**src/mdc_regs.svh**
```systemverilog
/*
  Holds the constants of the multiplex data channel: control word layout,
  mode bits, memory map of control words, channel registers and timing.
  Assumes inclusion by its bare name from the package and the modules.
*/
`ifndef MDC_REGS_SVH
`define MDC_REGS_SVH

// ----------------------------------------------------------------------------
// Control word layout
// ----------------------------------------------------------------------------
`define LEN_LSB          0
`define LEN_WIDTH        13
`define MODE_LSB         13
`define MODE_DIR_BIT     15
`define MODE_BURST_BIT   14
`define MODE_BYTE_BIT    13

// ----------------------------------------------------------------------------
// Control word locations and channel registers
// ----------------------------------------------------------------------------
`define CW_BASE_ADDR     16'h0040
`define REG_CONFIG       4'h0
`define REG_ENABLE       4'h1
`define REG_STATUS       4'h2
`define REG_DONE         4'h3
`define CONFIG_RESET     3'h0
`define ENABLE_RESET     16'h0000

// ----------------------------------------------------------------------------
// Timing
// ----------------------------------------------------------------------------
`define CLOCK_MHZ        25
`define NORMAL_RATE_KC   200
`define BURST_RATE_KC    333
`define NORMAL_GAP_CYC   ((`CLOCK_MHZ * 1000) / `NORMAL_RATE_KC)
`define BURST_GAP_CYC    ((`CLOCK_MHZ * 1000) / `BURST_RATE_KC)

`endif

```
**src/mdc_pkg.sv**
```systemverilog
/*
  Types shared by the multiplex data channel modules.
  Assumes mdc_regs.svh is on the include path.
*/
`include "mdc_regs.svh"

package mdc_pkg;

  typedef enum logic [2:0] {
    config_two_devices      = 3'h0,
    config_six_devices      = 3'h1,
    config_eight_devices    = 3'h2,
    config_fourteen_devices = 3'h3,
    config_sixteen_devices  = 3'h4
  } config_t;

  typedef struct packed {
    logic        dir_out;
    logic        burst;
    logic        byte_mode;
    logic [12:0] length;
  } length_mode_word_t;

  typedef struct packed {
    logic        valid;
    logic        write;
    logic [15:0] addr;
    logic [15:0] data;
  } mem_req_t;

  typedef struct packed {
    logic       valid;
    logic [3:0] dev;
    logic [7:0] data;
  } dev_xfer_t;

endpackage : mdc_pkg

```
**src/multiplex_data_channel.sv**
```systemverilog
/*
  Multiplex data channel: serves controller requests by fetching the two
  control words per controller from memory, moving one word or character,
  updating the words and raising a completion interrupt level.
  Assumes a one-cycle memory answering reads in the same cycle as the request,
  and controllers that hold their request until acknowledged.
*/
// What this block does
// - Serves up to sixteen controllers, two control words each at fixed memory spots.
// - One word holds block length; the other holds memory address; mode lives beside.
// - Character mode packs input bytes into words and unpacks output words.
// - Paces service at 200 kc normal, 333 kc burst for one controller.
// - Priority logic is built with four, eight or sixteen levels.
// - Each controller gets its own CPU interrupt level for completion.
// - First configuration: two controllers on levels 1 and 3.
// - Second configuration: six controllers on levels 1, 3, 4 to 7.
// - Third configuration: eight controllers on levels 8 to 15.
// - Fourth configuration: fourteen controllers on levels 1, 3 to 15.
// - Fifth configuration: sixteen controllers on levels 8 to 23.
// - Level 0 is never assigned to a controller.
// - Level 2 used only when service request wiring is modified.
// - With power fail safe the top level is withheld.
// - One flip-flop per CPU level, set at record end and clearable at any time except the cycle that sets it, where the set wins.
// - Processor idles between instructions during the channel's reads; its memory writes go out after o_cpu_hold drops.
// - Address word 16 bits; other word 13-bit length and 3-bit mode.
// - Address increments per word; length decrements per service request.
// - End of record raises a completion interrupt level.
`timescale 1ns/1ps
`default_nettype none
`include "mdc_regs.svh"

module multiplex_data_channel
  import mdc_pkg::*;
#(
  parameter int LEVELS = 16
) (
  input  wire logic              i_clock,
  input  wire logic              i_sys_rst,
  // Register port
  input  wire logic [3:0]        i_reg_addr,
  input  wire logic [15:0]       i_reg_wdata,
  input  wire logic              i_reg_write,
  input  wire logic              i_reg_read,
  output logic [15:0]            o_reg_rdata,
  // Processor handshake
  input  wire logic              i_between_instr,
  output logic                   o_cpu_hold,
  // Memory
  output mem_req_t               o_mem_req,
  input  wire logic [15:0]       i_mem_rdata,
  // Controllers on the programmed_io_bus
  input  wire logic [LEVELS-1:0] i_service_req,
  input  wire logic [7:0]        i_dev_rdata,
  output dev_xfer_t              o_dev_xfer,
  output logic [LEVELS-1:0]      o_dev_ack,
  // Straps
  input  wire logic              i_level2_ok,
  input  wire logic              i_power_fail_safe,
  // Program level register
  input  wire logic [23:0]       i_level_clear,
  output logic [23:0]            o_program_levels
);

  initial begin
    if (LEVELS != 4 && LEVELS != 8 && LEVELS != 16) begin
      $error("LEVELS must be 4, 8 or 16");
    end
  end

  localparam logic [7:0] NORMAL_GAP = 8'(`NORMAL_GAP_CYC);
  localparam logic [7:0] BURST_GAP  = 8'(`BURST_GAP_CYC);

  typedef enum logic [6:0] {
    st_idle   = 7'b0000001,
    st_hold   = 7'b0000010,
    st_fetch1 = 7'b0000100,
    st_fetch2 = 7'b0001000,
    st_data   = 7'b0010000,
    st_store  = 7'b0100000,
    st_gap    = 7'b1000000
  } state_t;

  // --------------------------------------------------------------------------
  // Registers
  // --------------------------------------------------------------------------
  state_t            state_ff, nxt_state;
  config_t           config_ff, nxt_config;
  logic [15:0]       enable_ff, nxt_enable;
  logic [15:0]       done_ff, nxt_done;
  logic [15:0]       rdata_ff, nxt_rdata;
  logic [3:0]        dev_ff, nxt_dev;
  logic [15:0]       addr_ff, nxt_addr;
  length_mode_word_t lmw_ff, nxt_lmw;
  logic              half_ff, nxt_half;
  logic [15:0]       word_ff, nxt_word;
  logic [7:0]        gap_ff, nxt_gap;
  logic [23:0]       levels_ff, nxt_levels;
  mem_req_t          mem_ff, nxt_mem;
  dev_xfer_t         xfer_ff, nxt_xfer;
  logic [LEVELS-1:0] ack_ff, nxt_ack;

  logic                      pick_any;
  logic [$clog2(LEVELS)-1:0] pick_idx;
  logic                      map_valid;
  logic [4:0]                map_level;
  logic [15:0]               cw_addr;
  logic                      rec_done;

  priority_level_card #(
    .LEVELS (LEVELS)
  ) u_priority (
    .i_req    (i_service_req),
    .i_enable (enable_ff[LEVELS-1:0]),
    .o_any    (pick_any),
    .o_index  (pick_idx)
  );

  level_map u_level_map (
    .i_config          (config_ff),
    .i_level2_ok       (i_level2_ok),
    .i_power_fail_safe (i_power_fail_safe),
    .i_dev             (dev_ff),
    .o_valid           (map_valid),
    .o_level           (map_level)
  );

  // Control words at base + 2*dev and base + 2*dev + 1
  assign cw_addr  = `CW_BASE_ADDR + {11'h000, dev_ff, 1'b0};
  assign rec_done = (lmw_ff.length == 13'h0001);

  // --------------------------------------------------------------------------
  // Register port
  // --------------------------------------------------------------------------
  always_comb begin
    nxt_config = config_ff;
    nxt_enable = enable_ff;
    nxt_rdata  = 16'h0000;
    if (i_reg_write) begin
      unique case (i_reg_addr)
        `REG_CONFIG: begin
          if (i_reg_wdata[2:0] <= 3'h4) begin
            nxt_config = config_t'(i_reg_wdata[2:0]);
          end
        end
        `REG_ENABLE: nxt_enable = i_reg_wdata;
        default: ;
      endcase
    end
    if (i_reg_read) begin
      unique case (i_reg_addr)
        `REG_CONFIG: nxt_rdata = {13'h0000, config_ff};
        `REG_ENABLE: nxt_rdata = enable_ff;
        `REG_STATUS: nxt_rdata = {9'h000, state_ff};
        `REG_DONE:   nxt_rdata = done_ff;
        default:     nxt_rdata = 16'h0000;
      endcase
    end
  end

  // --------------------------------------------------------------------------
  // Channel sequencer
  // --------------------------------------------------------------------------
  always_comb begin
    nxt_state  = state_ff;
    nxt_dev    = dev_ff;
    nxt_addr   = addr_ff;
    nxt_lmw    = lmw_ff;
    nxt_half   = half_ff;
    nxt_word   = word_ff;
    nxt_gap    = gap_ff;
    nxt_done   = done_ff;
    nxt_mem    = '0;
    nxt_xfer   = '0;
    nxt_ack    = '0;
    nxt_levels = levels_ff & ~i_level_clear;
    if (i_reg_write && i_reg_addr == `REG_DONE) begin
      nxt_done = done_ff & ~i_reg_wdata;
    end
    unique case (state_ff)
      st_idle: begin
        if (pick_any) begin
          nxt_dev   = 4'(pick_idx);
          nxt_state = st_hold;
        end
      end
      st_hold: begin
        if (i_between_instr) begin
          nxt_mem   = '{valid: 1'b1, write: 1'b0, addr: cw_addr, data: 16'h0000};
          nxt_state = st_fetch1;
        end
      end
      st_fetch1: begin
        nxt_addr  = i_mem_rdata;
        nxt_mem   = '{valid: 1'b1, write: 1'b0, addr: cw_addr + 16'h0001, data: 16'h0000};
        nxt_state = st_fetch2;
      end
      st_fetch2: begin
        nxt_lmw   = length_mode_word_t'(i_mem_rdata);
        nxt_half  = 1'b0;
        nxt_state = st_data;
        if (nxt_lmw.byte_mode) begin
          nxt_mem = '{valid: 1'b1, write: 1'b0, addr: {1'b0, addr_ff[14:0]}, data: 16'h0000};
        end else if (nxt_lmw.dir_out) begin
          nxt_mem = '{valid: 1'b1, write: 1'b0, addr: addr_ff, data: 16'h0000};
        end
      end
      st_data: begin
        // Half flag kept in bit 15 of the address word: word read back first
        nxt_ack[dev_ff[$clog2(LEVELS)-1:0]] = 1'b1;
        if (lmw_ff.dir_out) begin
          nxt_word = i_mem_rdata;
          nxt_xfer = '{valid: 1'b1, dev: dev_ff,
                       data: (lmw_ff.byte_mode && addr_ff[15]) ? i_mem_rdata[7:0] : i_mem_rdata[15:8]};
        end else if (lmw_ff.byte_mode) begin
          nxt_word = addr_ff[15] ? {i_mem_rdata[15:8], i_dev_rdata} : {i_dev_rdata, 8'h00};
        end else begin
          nxt_word = {8'h00, i_dev_rdata};
        end
        nxt_state = st_store;
      end
      st_store: begin
        if (!lmw_ff.dir_out) begin
          nxt_mem = '{valid: 1'b1, write: 1'b1, addr: lmw_ff.byte_mode ? {1'b0, addr_ff[14:0]} : addr_ff, data: word_ff};
        end
        // Byte mode: bit 15 of the address word marks the low character
        if (lmw_ff.byte_mode) begin
          nxt_addr = addr_ff[15] ? {1'b0, addr_ff[14:0] + 15'h0001} : {1'b1, addr_ff[14:0]};
        end else begin
          nxt_addr = addr_ff + 16'h0001;
        end
        nxt_lmw.length = lmw_ff.length - 13'h0001;
        nxt_state = st_gap;
        nxt_gap   = lmw_ff.burst ? BURST_GAP : NORMAL_GAP;
        if (rec_done && map_valid) begin
          nxt_levels[map_level] = 1'b1;
          nxt_done[dev_ff]      = 1'b1;
        end
      end
      st_gap: begin
        if (gap_ff == 8'h02) begin
          nxt_mem = '{valid: 1'b1, write: 1'b1, addr: cw_addr, data: addr_ff};
        end else if (gap_ff == 8'h01) begin
          nxt_mem = '{valid: 1'b1, write: 1'b1, addr: cw_addr + 16'h0001, data: 16'(lmw_ff)};
        end
        nxt_gap = gap_ff - 8'h01;
        if (gap_ff == 8'h01) begin
          nxt_state = st_idle;
        end
      end
      default: nxt_state = st_idle;
    endcase
  end

  // --------------------------------------------------------------------------
  // State registers
  // --------------------------------------------------------------------------
  always_ff @(posedge i_clock) begin
    if (i_sys_rst) begin
      state_ff  <= st_idle;
      config_ff <= config_t'(`CONFIG_RESET);
      enable_ff <= `ENABLE_RESET;
      done_ff   <= 16'h0000;
      rdata_ff  <= 16'h0000;
      dev_ff    <= 4'h0;
      addr_ff   <= 16'h0000;
      lmw_ff    <= '0;
      half_ff   <= 1'b0;
      word_ff   <= 16'h0000;
      gap_ff    <= 8'h00;
      levels_ff <= 24'h000000;
      mem_ff    <= '0;
      xfer_ff   <= '0;
      ack_ff    <= '0;
    end else begin
      state_ff  <= nxt_state;
      config_ff <= nxt_config;
      enable_ff <= nxt_enable;
      done_ff   <= nxt_done;
      rdata_ff  <= nxt_rdata;
      dev_ff    <= nxt_dev;
      addr_ff   <= nxt_addr;
      lmw_ff    <= nxt_lmw;
      half_ff   <= nxt_half;
      word_ff   <= nxt_word;
      gap_ff    <= nxt_gap;
      levels_ff <= nxt_levels;
      mem_ff    <= nxt_mem;
      xfer_ff   <= nxt_xfer;
      ack_ff    <= nxt_ack;
    end
  end

  assign o_reg_rdata      = rdata_ff;
  assign o_cpu_hold       = (state_ff != st_idle) && (state_ff != st_gap);
  assign o_mem_req        = mem_ff;
  assign o_dev_xfer       = xfer_ff;
  assign o_dev_ack        = ack_ff;
  assign o_program_levels = levels_ff;

endmodule : multiplex_data_channel

`default_nettype wire

```
**src/priority_level_card.sv**
```systemverilog
/*
  Fixed priority picker over the controller service requests; lowest index wins.
  Assumes requests are synchronous levels.
*/
`timescale 1ns/1ps
`default_nettype none

module priority_level_card
  import mdc_pkg::*;
#(
  parameter int LEVELS = 16
) (
  input  wire logic [LEVELS-1:0]         i_req,
  input  wire logic [LEVELS-1:0]         i_enable,
  output logic                           o_any,
  output logic [$clog2(LEVELS)-1:0]      o_index
);

  initial begin
    if (LEVELS != 4 && LEVELS != 8 && LEVELS != 16) begin
      $error("LEVELS must be 4, 8 or 16");
    end
  end

  always_comb begin
    o_any   = 1'b0;
    o_index = '0;
    for (int i = LEVELS - 1; i >= 0; i--) begin
      if (i_req[i] && i_enable[i]) begin
        o_any   = 1'b1;
        o_index = i[$clog2(LEVELS)-1:0];
      end
    end
  end

endmodule : priority_level_card

`default_nettype wire

```
**src/level_map.sv**
```systemverilog
/*
  Maps a controller index to its CPU interrupt level for each configuration.
  Assumes config and strap inputs are stable levels.
*/
`timescale 1ns/1ps
`default_nettype none

module level_map
  import mdc_pkg::*;
(
  input  wire config_t    i_config,
  input  wire logic       i_level2_ok,
  input  wire logic       i_power_fail_safe,
  input  wire logic [3:0] i_dev,
  output logic            o_valid,
  output logic [4:0]      o_level
);

  logic [4:0] max_dev;
  logic [4:0] top_level;
  logic [5:0] lvl;

  always_comb begin
    max_dev   = 5'h00;
    top_level = 5'h00;
    lvl       = 6'h00;
    unique case (i_config)
      config_two_devices: begin
        max_dev   = 5'h02;
        top_level = 5'h03;
        lvl       = (i_dev == 4'h0) ? 6'h01 : 6'h03;
      end
      config_six_devices: begin
        max_dev   = 5'h06;
        top_level = 5'h07;
        lvl       = (i_dev == 4'h0) ? 6'h01 : {2'b00, i_dev} + 6'h02;
      end
      config_eight_devices: begin
        max_dev   = 5'h08;
        top_level = 5'h0f;
        lvl       = {2'b00, i_dev} + 6'h08;
      end
      config_fourteen_devices: begin
        max_dev   = 5'h0e;
        top_level = 5'h0f;
        lvl       = (i_dev == 4'h0) ? 6'h01 : {2'b00, i_dev} + 6'h02;
      end
      config_sixteen_devices: begin
        max_dev   = 5'h10;
        top_level = 5'h17;
        lvl       = {2'b00, i_dev} + 6'h08;
      end
      default: begin
        max_dev   = 5'h00;
        top_level = 5'h00;
        lvl       = 6'h00;
      end
    endcase
    // Level 2 only when wiring is modified; it then replaces level 3 slot
    if (i_level2_ok && lvl == 6'h03 && i_config != config_eight_devices && i_config != config_sixteen_devices) begin
      lvl = 6'h02;
    end
    o_level = lvl[4:0];
    o_valid = ({1'b0, i_dev} < max_dev) && (lvl != 6'h00)
              && !(i_power_fail_safe && lvl[4:0] == top_level);
  end

endmodule : level_map

`default_nettype wire

```
**config.mk**
```make
export PLATFORM = sky130hd
export DESIGN_NAME = multiplex_data_channel
export DESIGN_NICKNAME = d
export VERILOG_FILES = /design/src/mdc_pkg.sv /design/src/multiplex_data_channel.sv /design/src/priority_level_card.sv /design/src/level_map.sv
export VERILOG_INCLUDE_DIRS = /design/src
export SDC_FILE = /design/constraint.sdc
export NUM_CORES = 1
export LEC_CHECK = 0
export BUFFER_PORTS_ARGS = -buffer_cell sky130_fd_sc_hd__buf_4
export CORE_ASPECT_RATIO = 1.1
export CORE_UTILIZATION = 40
export CTS_CLUSTER_SIZE = 25
export DETAILED_ROUTE_END_ITERATION = 10
export PLACE_DENSITY_LB_ADDON = 0.08
export SLEW_MARGIN = 5
export SYNTH_ARGS = -nofsm -noshare
export SYNTH_HDL_FRONTEND = slang
export SYNTH_SLANG_ARGS = --single-unit
```
**constraint.sdc**
```tcl
create_clock -name i_clock -period 2.08 [get_ports i_clock]
set_input_delay 0.208 -clock i_clock [delete_from_list [all_inputs] [get_ports i_clock]]
set_output_delay 0.208 -clock i_clock [all_outputs]
set_load 0.02 [all_outputs]
```
==> results.sh <==
export IMPL_maxSlewViolCount=0
export IMPL_synthFlopType="dfxtp_1"
export IMPL_area_growth_pct=43.73
export IMPL_rrSetupSlack_ns=-0.06
export IMPL_drt_iter0_drc=606
export IMPL_io_pins=195
export IMPL_drc_errors=0
export IMPL_grt_max_degree=40
export IMPL_drive_above_1_share_pct=30.13
export IMPL_rsz0062_at_grt="true"
export IMPL_synthArstFlopShare_pct=0
export IMPL_cp_arrival_ns=2.57
export IMPL_antenna_left=0
export IMPL_num_antenna_cells=0
export IMPL_max_freq_ghz=0.4665
export IMPL_clk_pin_slew_ns=0.06
export IMPL_yosys_area_top_type="dfxtp_1"
export IMPL_track_usage_pct=26.69
export IMPL_synth_common_cells="dfxtp_1 (205), nand2_1 (183), nor2_1 (160)"
export IMPL_end_kind="flop"
export IMPL_fill_cells=2156
export IMPL_required_ns=2.51
export IMPL_slew_limit_headroom_pct=54.14
export IMPL_place_inst=1700
export IMPL_clock_skew_final_ns=0.01633
export IMPL_dieArea_um2=24060
export IMPL_ys_ff_latch=205
export IMPL_clock_sinks=205
export IMPL_finalHoldViolations=0
export IMPL_wirelength_um=32590
export IMPL_min_path_type="in -> reg"
export IMPL_status="finished, violations left"
export IMPL_vias=9886
export IMPL_place_area_um2=11910
export IMPL_yosys_top_cells_area="dfxtp_1 (44%), nand2_1 (7.3%), nor2_1 (6.4%)"
export IMPL_cts_tree="done"
export IMPL_violations="setup timing"
export IMPL_reg2reg_to="o_program_levels[10]"
export IMPL_finalSetupViolations=24
export IMPL_vias_per_cell=5.492
export IMPL_grt_ovfl_total=0
export IMPL_place_ws_ns=-0.1106
export IMPL_avgRoutedWirePerCell_um=18.10
export IMPL_syn_area_per_cell_um2=8.106
export IMPL_grt_pass1_wl_um=50580
export IMPL_cp_max_fo=6
export IMPL_synth_top_area_share_pct=43.76
export IMPL_power_leakage_nw=5.418
export IMPL_drt_first_pass_iters=6
export IMPL_first_global_vias=9678
export IMPL_synth_compound_area_share_pct=22.59
export IMPL_worst_setup_path_start_kind="flop"
export IMPL_rows=58
export IMPL_synthCells=1157
export IMPL_place_congestion=0.9219
export IMPL_synth_nets=1257
export IMPL_critPathKind="reg -> reg"
export IMPL_hold_end="o_program_levels[19]"
export IMPL_core_um2=22930
export IMPL_crit_path_top_delay_cell="or4b_4"
export IMPL_r2r_start="state_ff[3]"
export IMPL_worstPathCellList="or4b_4, nor2_8, nand4_4, a311oi_4, buf_4, nand2_4, o31ai_1"
export IMPL_nets=1583
export IMPL_clockBufferDepth=3
export IMPL_synth_area_mux_share_pct=0.9072
export IMPL_cts_root_buffer="clkbuf_16"
export IMPL_synth_edf_count=0
export IMPL_synth_area_um2=9379
export IMPL_worst_pin_slew_ns=0.6858
export IMPL_die_y_um=162.6
export IMPL_hold_path_depth=4
export IMPL_finalInstanceArea_um2=13480
export IMPL_power_density_nw_per_um2=678.4
export IMPL_cp_num_buf_inv=1
export IMPL_fp_dieW_um=148
export IMPL_htreeDepth=1
export IMPL_clk_insertion_delay_late_ns=0.52
export IMPL_min_from="i_level_clear[19]"
export IMPL_peakVddDrop_mv=0.7234
export IMPL_reg2reg_depth=7
export IMPL_fin_cells=1800
export IMPL_maxCapViolations=0
export IMPL_synth_xor_area_share_pct=0.4669
export IMPL_yosys_warnings=0
export IMPL_synth_adder_area_share_pct=1.201
export IMPL_cts_buffers=23
export IMPL_ys_types=75
export IMPL_fin_crit_ns=2.144
export IMPL_timing_final_ws_setup_ns=-0.06377
export IMPL_synth_top_family_by_area="simple AND/OR/NAND/NOR gates"
export IMPL_antenna_found_initial=0
export IMPL_synthSimpleGateAreaFrac_pct=26.77
export IMPL_synth_seq_area_share_pct=43.76
export IMPL_yosysMostFrequentCell="dfxtp_1"
export IMPL_max_stage_delay_ns=0.58
export IMPL_portBuffers=194
export IMPL_dp_hpwl_um=23530
export IMPL_cpLargestDelayFamily="simple AND/OR/NAND/NOR gates"
export IMPL_initial_core_util_pct=40.90
export IMPL_period_share_pct=103.1
## sequential cells by signal, summed over array words and instances (netlist names)
register	count
addr_ff	16
config_ff	3
dev_ff	4
done_ff	16
enable_ff	16
gap_ff	8
lmw_ff	16
o_dev_ack	16
o_dev_xfer	13
o_mem_req	34
o_program_levels	24
o_reg_rdata	16
state_ff	7
word_ff	16
## layout make-up
cell class | count | area, um2 | area share [%]
multi-input combinational | 859 | 5026 | 37.28
clock inverter | 10 | 112.6 | 0.8353
sequential | 205 | 4116 | 30.54
timing repair buffer | 380 | 3108 | 23.06
clock buffer | 32 | 689.4 | 5.114
tap | 300 | 375.4 | 2.784
inverter | 14 | 52.55 | 0.3898
## stage by stage
| step | total power [mW] | hold slack (ns) | util (%) | setup TNS (ns) |
|---|---|---|---|---|
| 6_report | 9.145 | 0.002994 | 58.78 | -0.6384 |
| 5_1_grt | 9.459 | 0.01275 | 58.78 | -3.623 |
| 4_1_cts | 9.172 | 0.00005163 | 58.08 | -0.4145 |
| 3_5_place_dp | 4.842 | 0.3725 | 51.93 | -1.598 |
| 3_3_place_gp | 4.841 | 0.3697 | 51.93 | -0.7585 |
| 2_1_floorplan | 4.426 | 0.2841 | - | -0.6919 |
## worst register-to-register path, stage by stage (launching register included)
cell and delay [ns]:
dfxtp_2 0.32, or4b_4 0.58, nor2_8 0.12, nand4_4 0.11, a311oi_4 0.45, buf_4 0.21
nand2_4 0.06, o31ai_1 0.21
## layout by cell type, fill, tap and decap left out, types with 26 or more instances in the layout
cell type / instances
a22oi_1: 44
a21oi_1: 79
o21ai_0: 44
buf_4: 315
nor2_1: 157
nand3_1: 26
nor3_1: 28
dfxtp_1: 197
dlygate4sd3_1: 46
nand2_1: 182
## what timing repair did
item	CTS	global route
setup buffers	7	6
setup endpoints to repair	33	66
pin swaps	8	11
resized for setup	26	37
endpoints found under the hold margin	57	0
hold buffers	46	0
gates cloned	1	0
## report_power, final
group,internal [mW],switching [mW]
logic,0.462,0.488
clock network,2.56,1.65
registers,3.95,0.0273
total,6.98,2.17
## worst max-delay path by stage
| stage | start | end | slack (ns) | depth (start not counted) |
|---|---|---|---|---|
| 3_3_place_gp | dev_ff[1] | o_program_levels[10] | -0.08 | 8 |
| 4_1_cts | state_ff[3] | o_program_levels[2] | -0.05 | 7 |
| 3_5_place_dp | dev_ff[1] | o_program_levels[2] | -0.11 | 8 |
| 5_1_grt | dev_ff[1] | o_program_levels[2] | -0.15 | 8 |
| 6_report | state_ff[3] | o_program_levels[10] | -0.06 | 7 |
| 2_1_floorplan | dev_ff[2] | done_ff[12] | -0.07 | 8 |
## logic make-up (layout without fill, tap and decap cells)
group / after synthesis / after routing
XOR/XNOR: 5 / 5
adder cells (fa/ha/maj): 9 / 9
AO/OA/AOI/OAI: 310 / 310
AND/OR/NAND/NOR: 527 / 527
buffers and inverters: 93 / 436
multiplexers: 8 / 8
flip-flops: 205 / 205
## layer usage
layer  vias to the layer above  track usage [%]  share of wire, %
met2                       371            47.55                49
met5                         -                0                 0
met1                      4615            31.25                39
met3                       101            3.361               6.2
li1                       4799                -                 -
met4                         0            13.68               5.2
No activity file was read; power rests on OpenSTA's default activity.
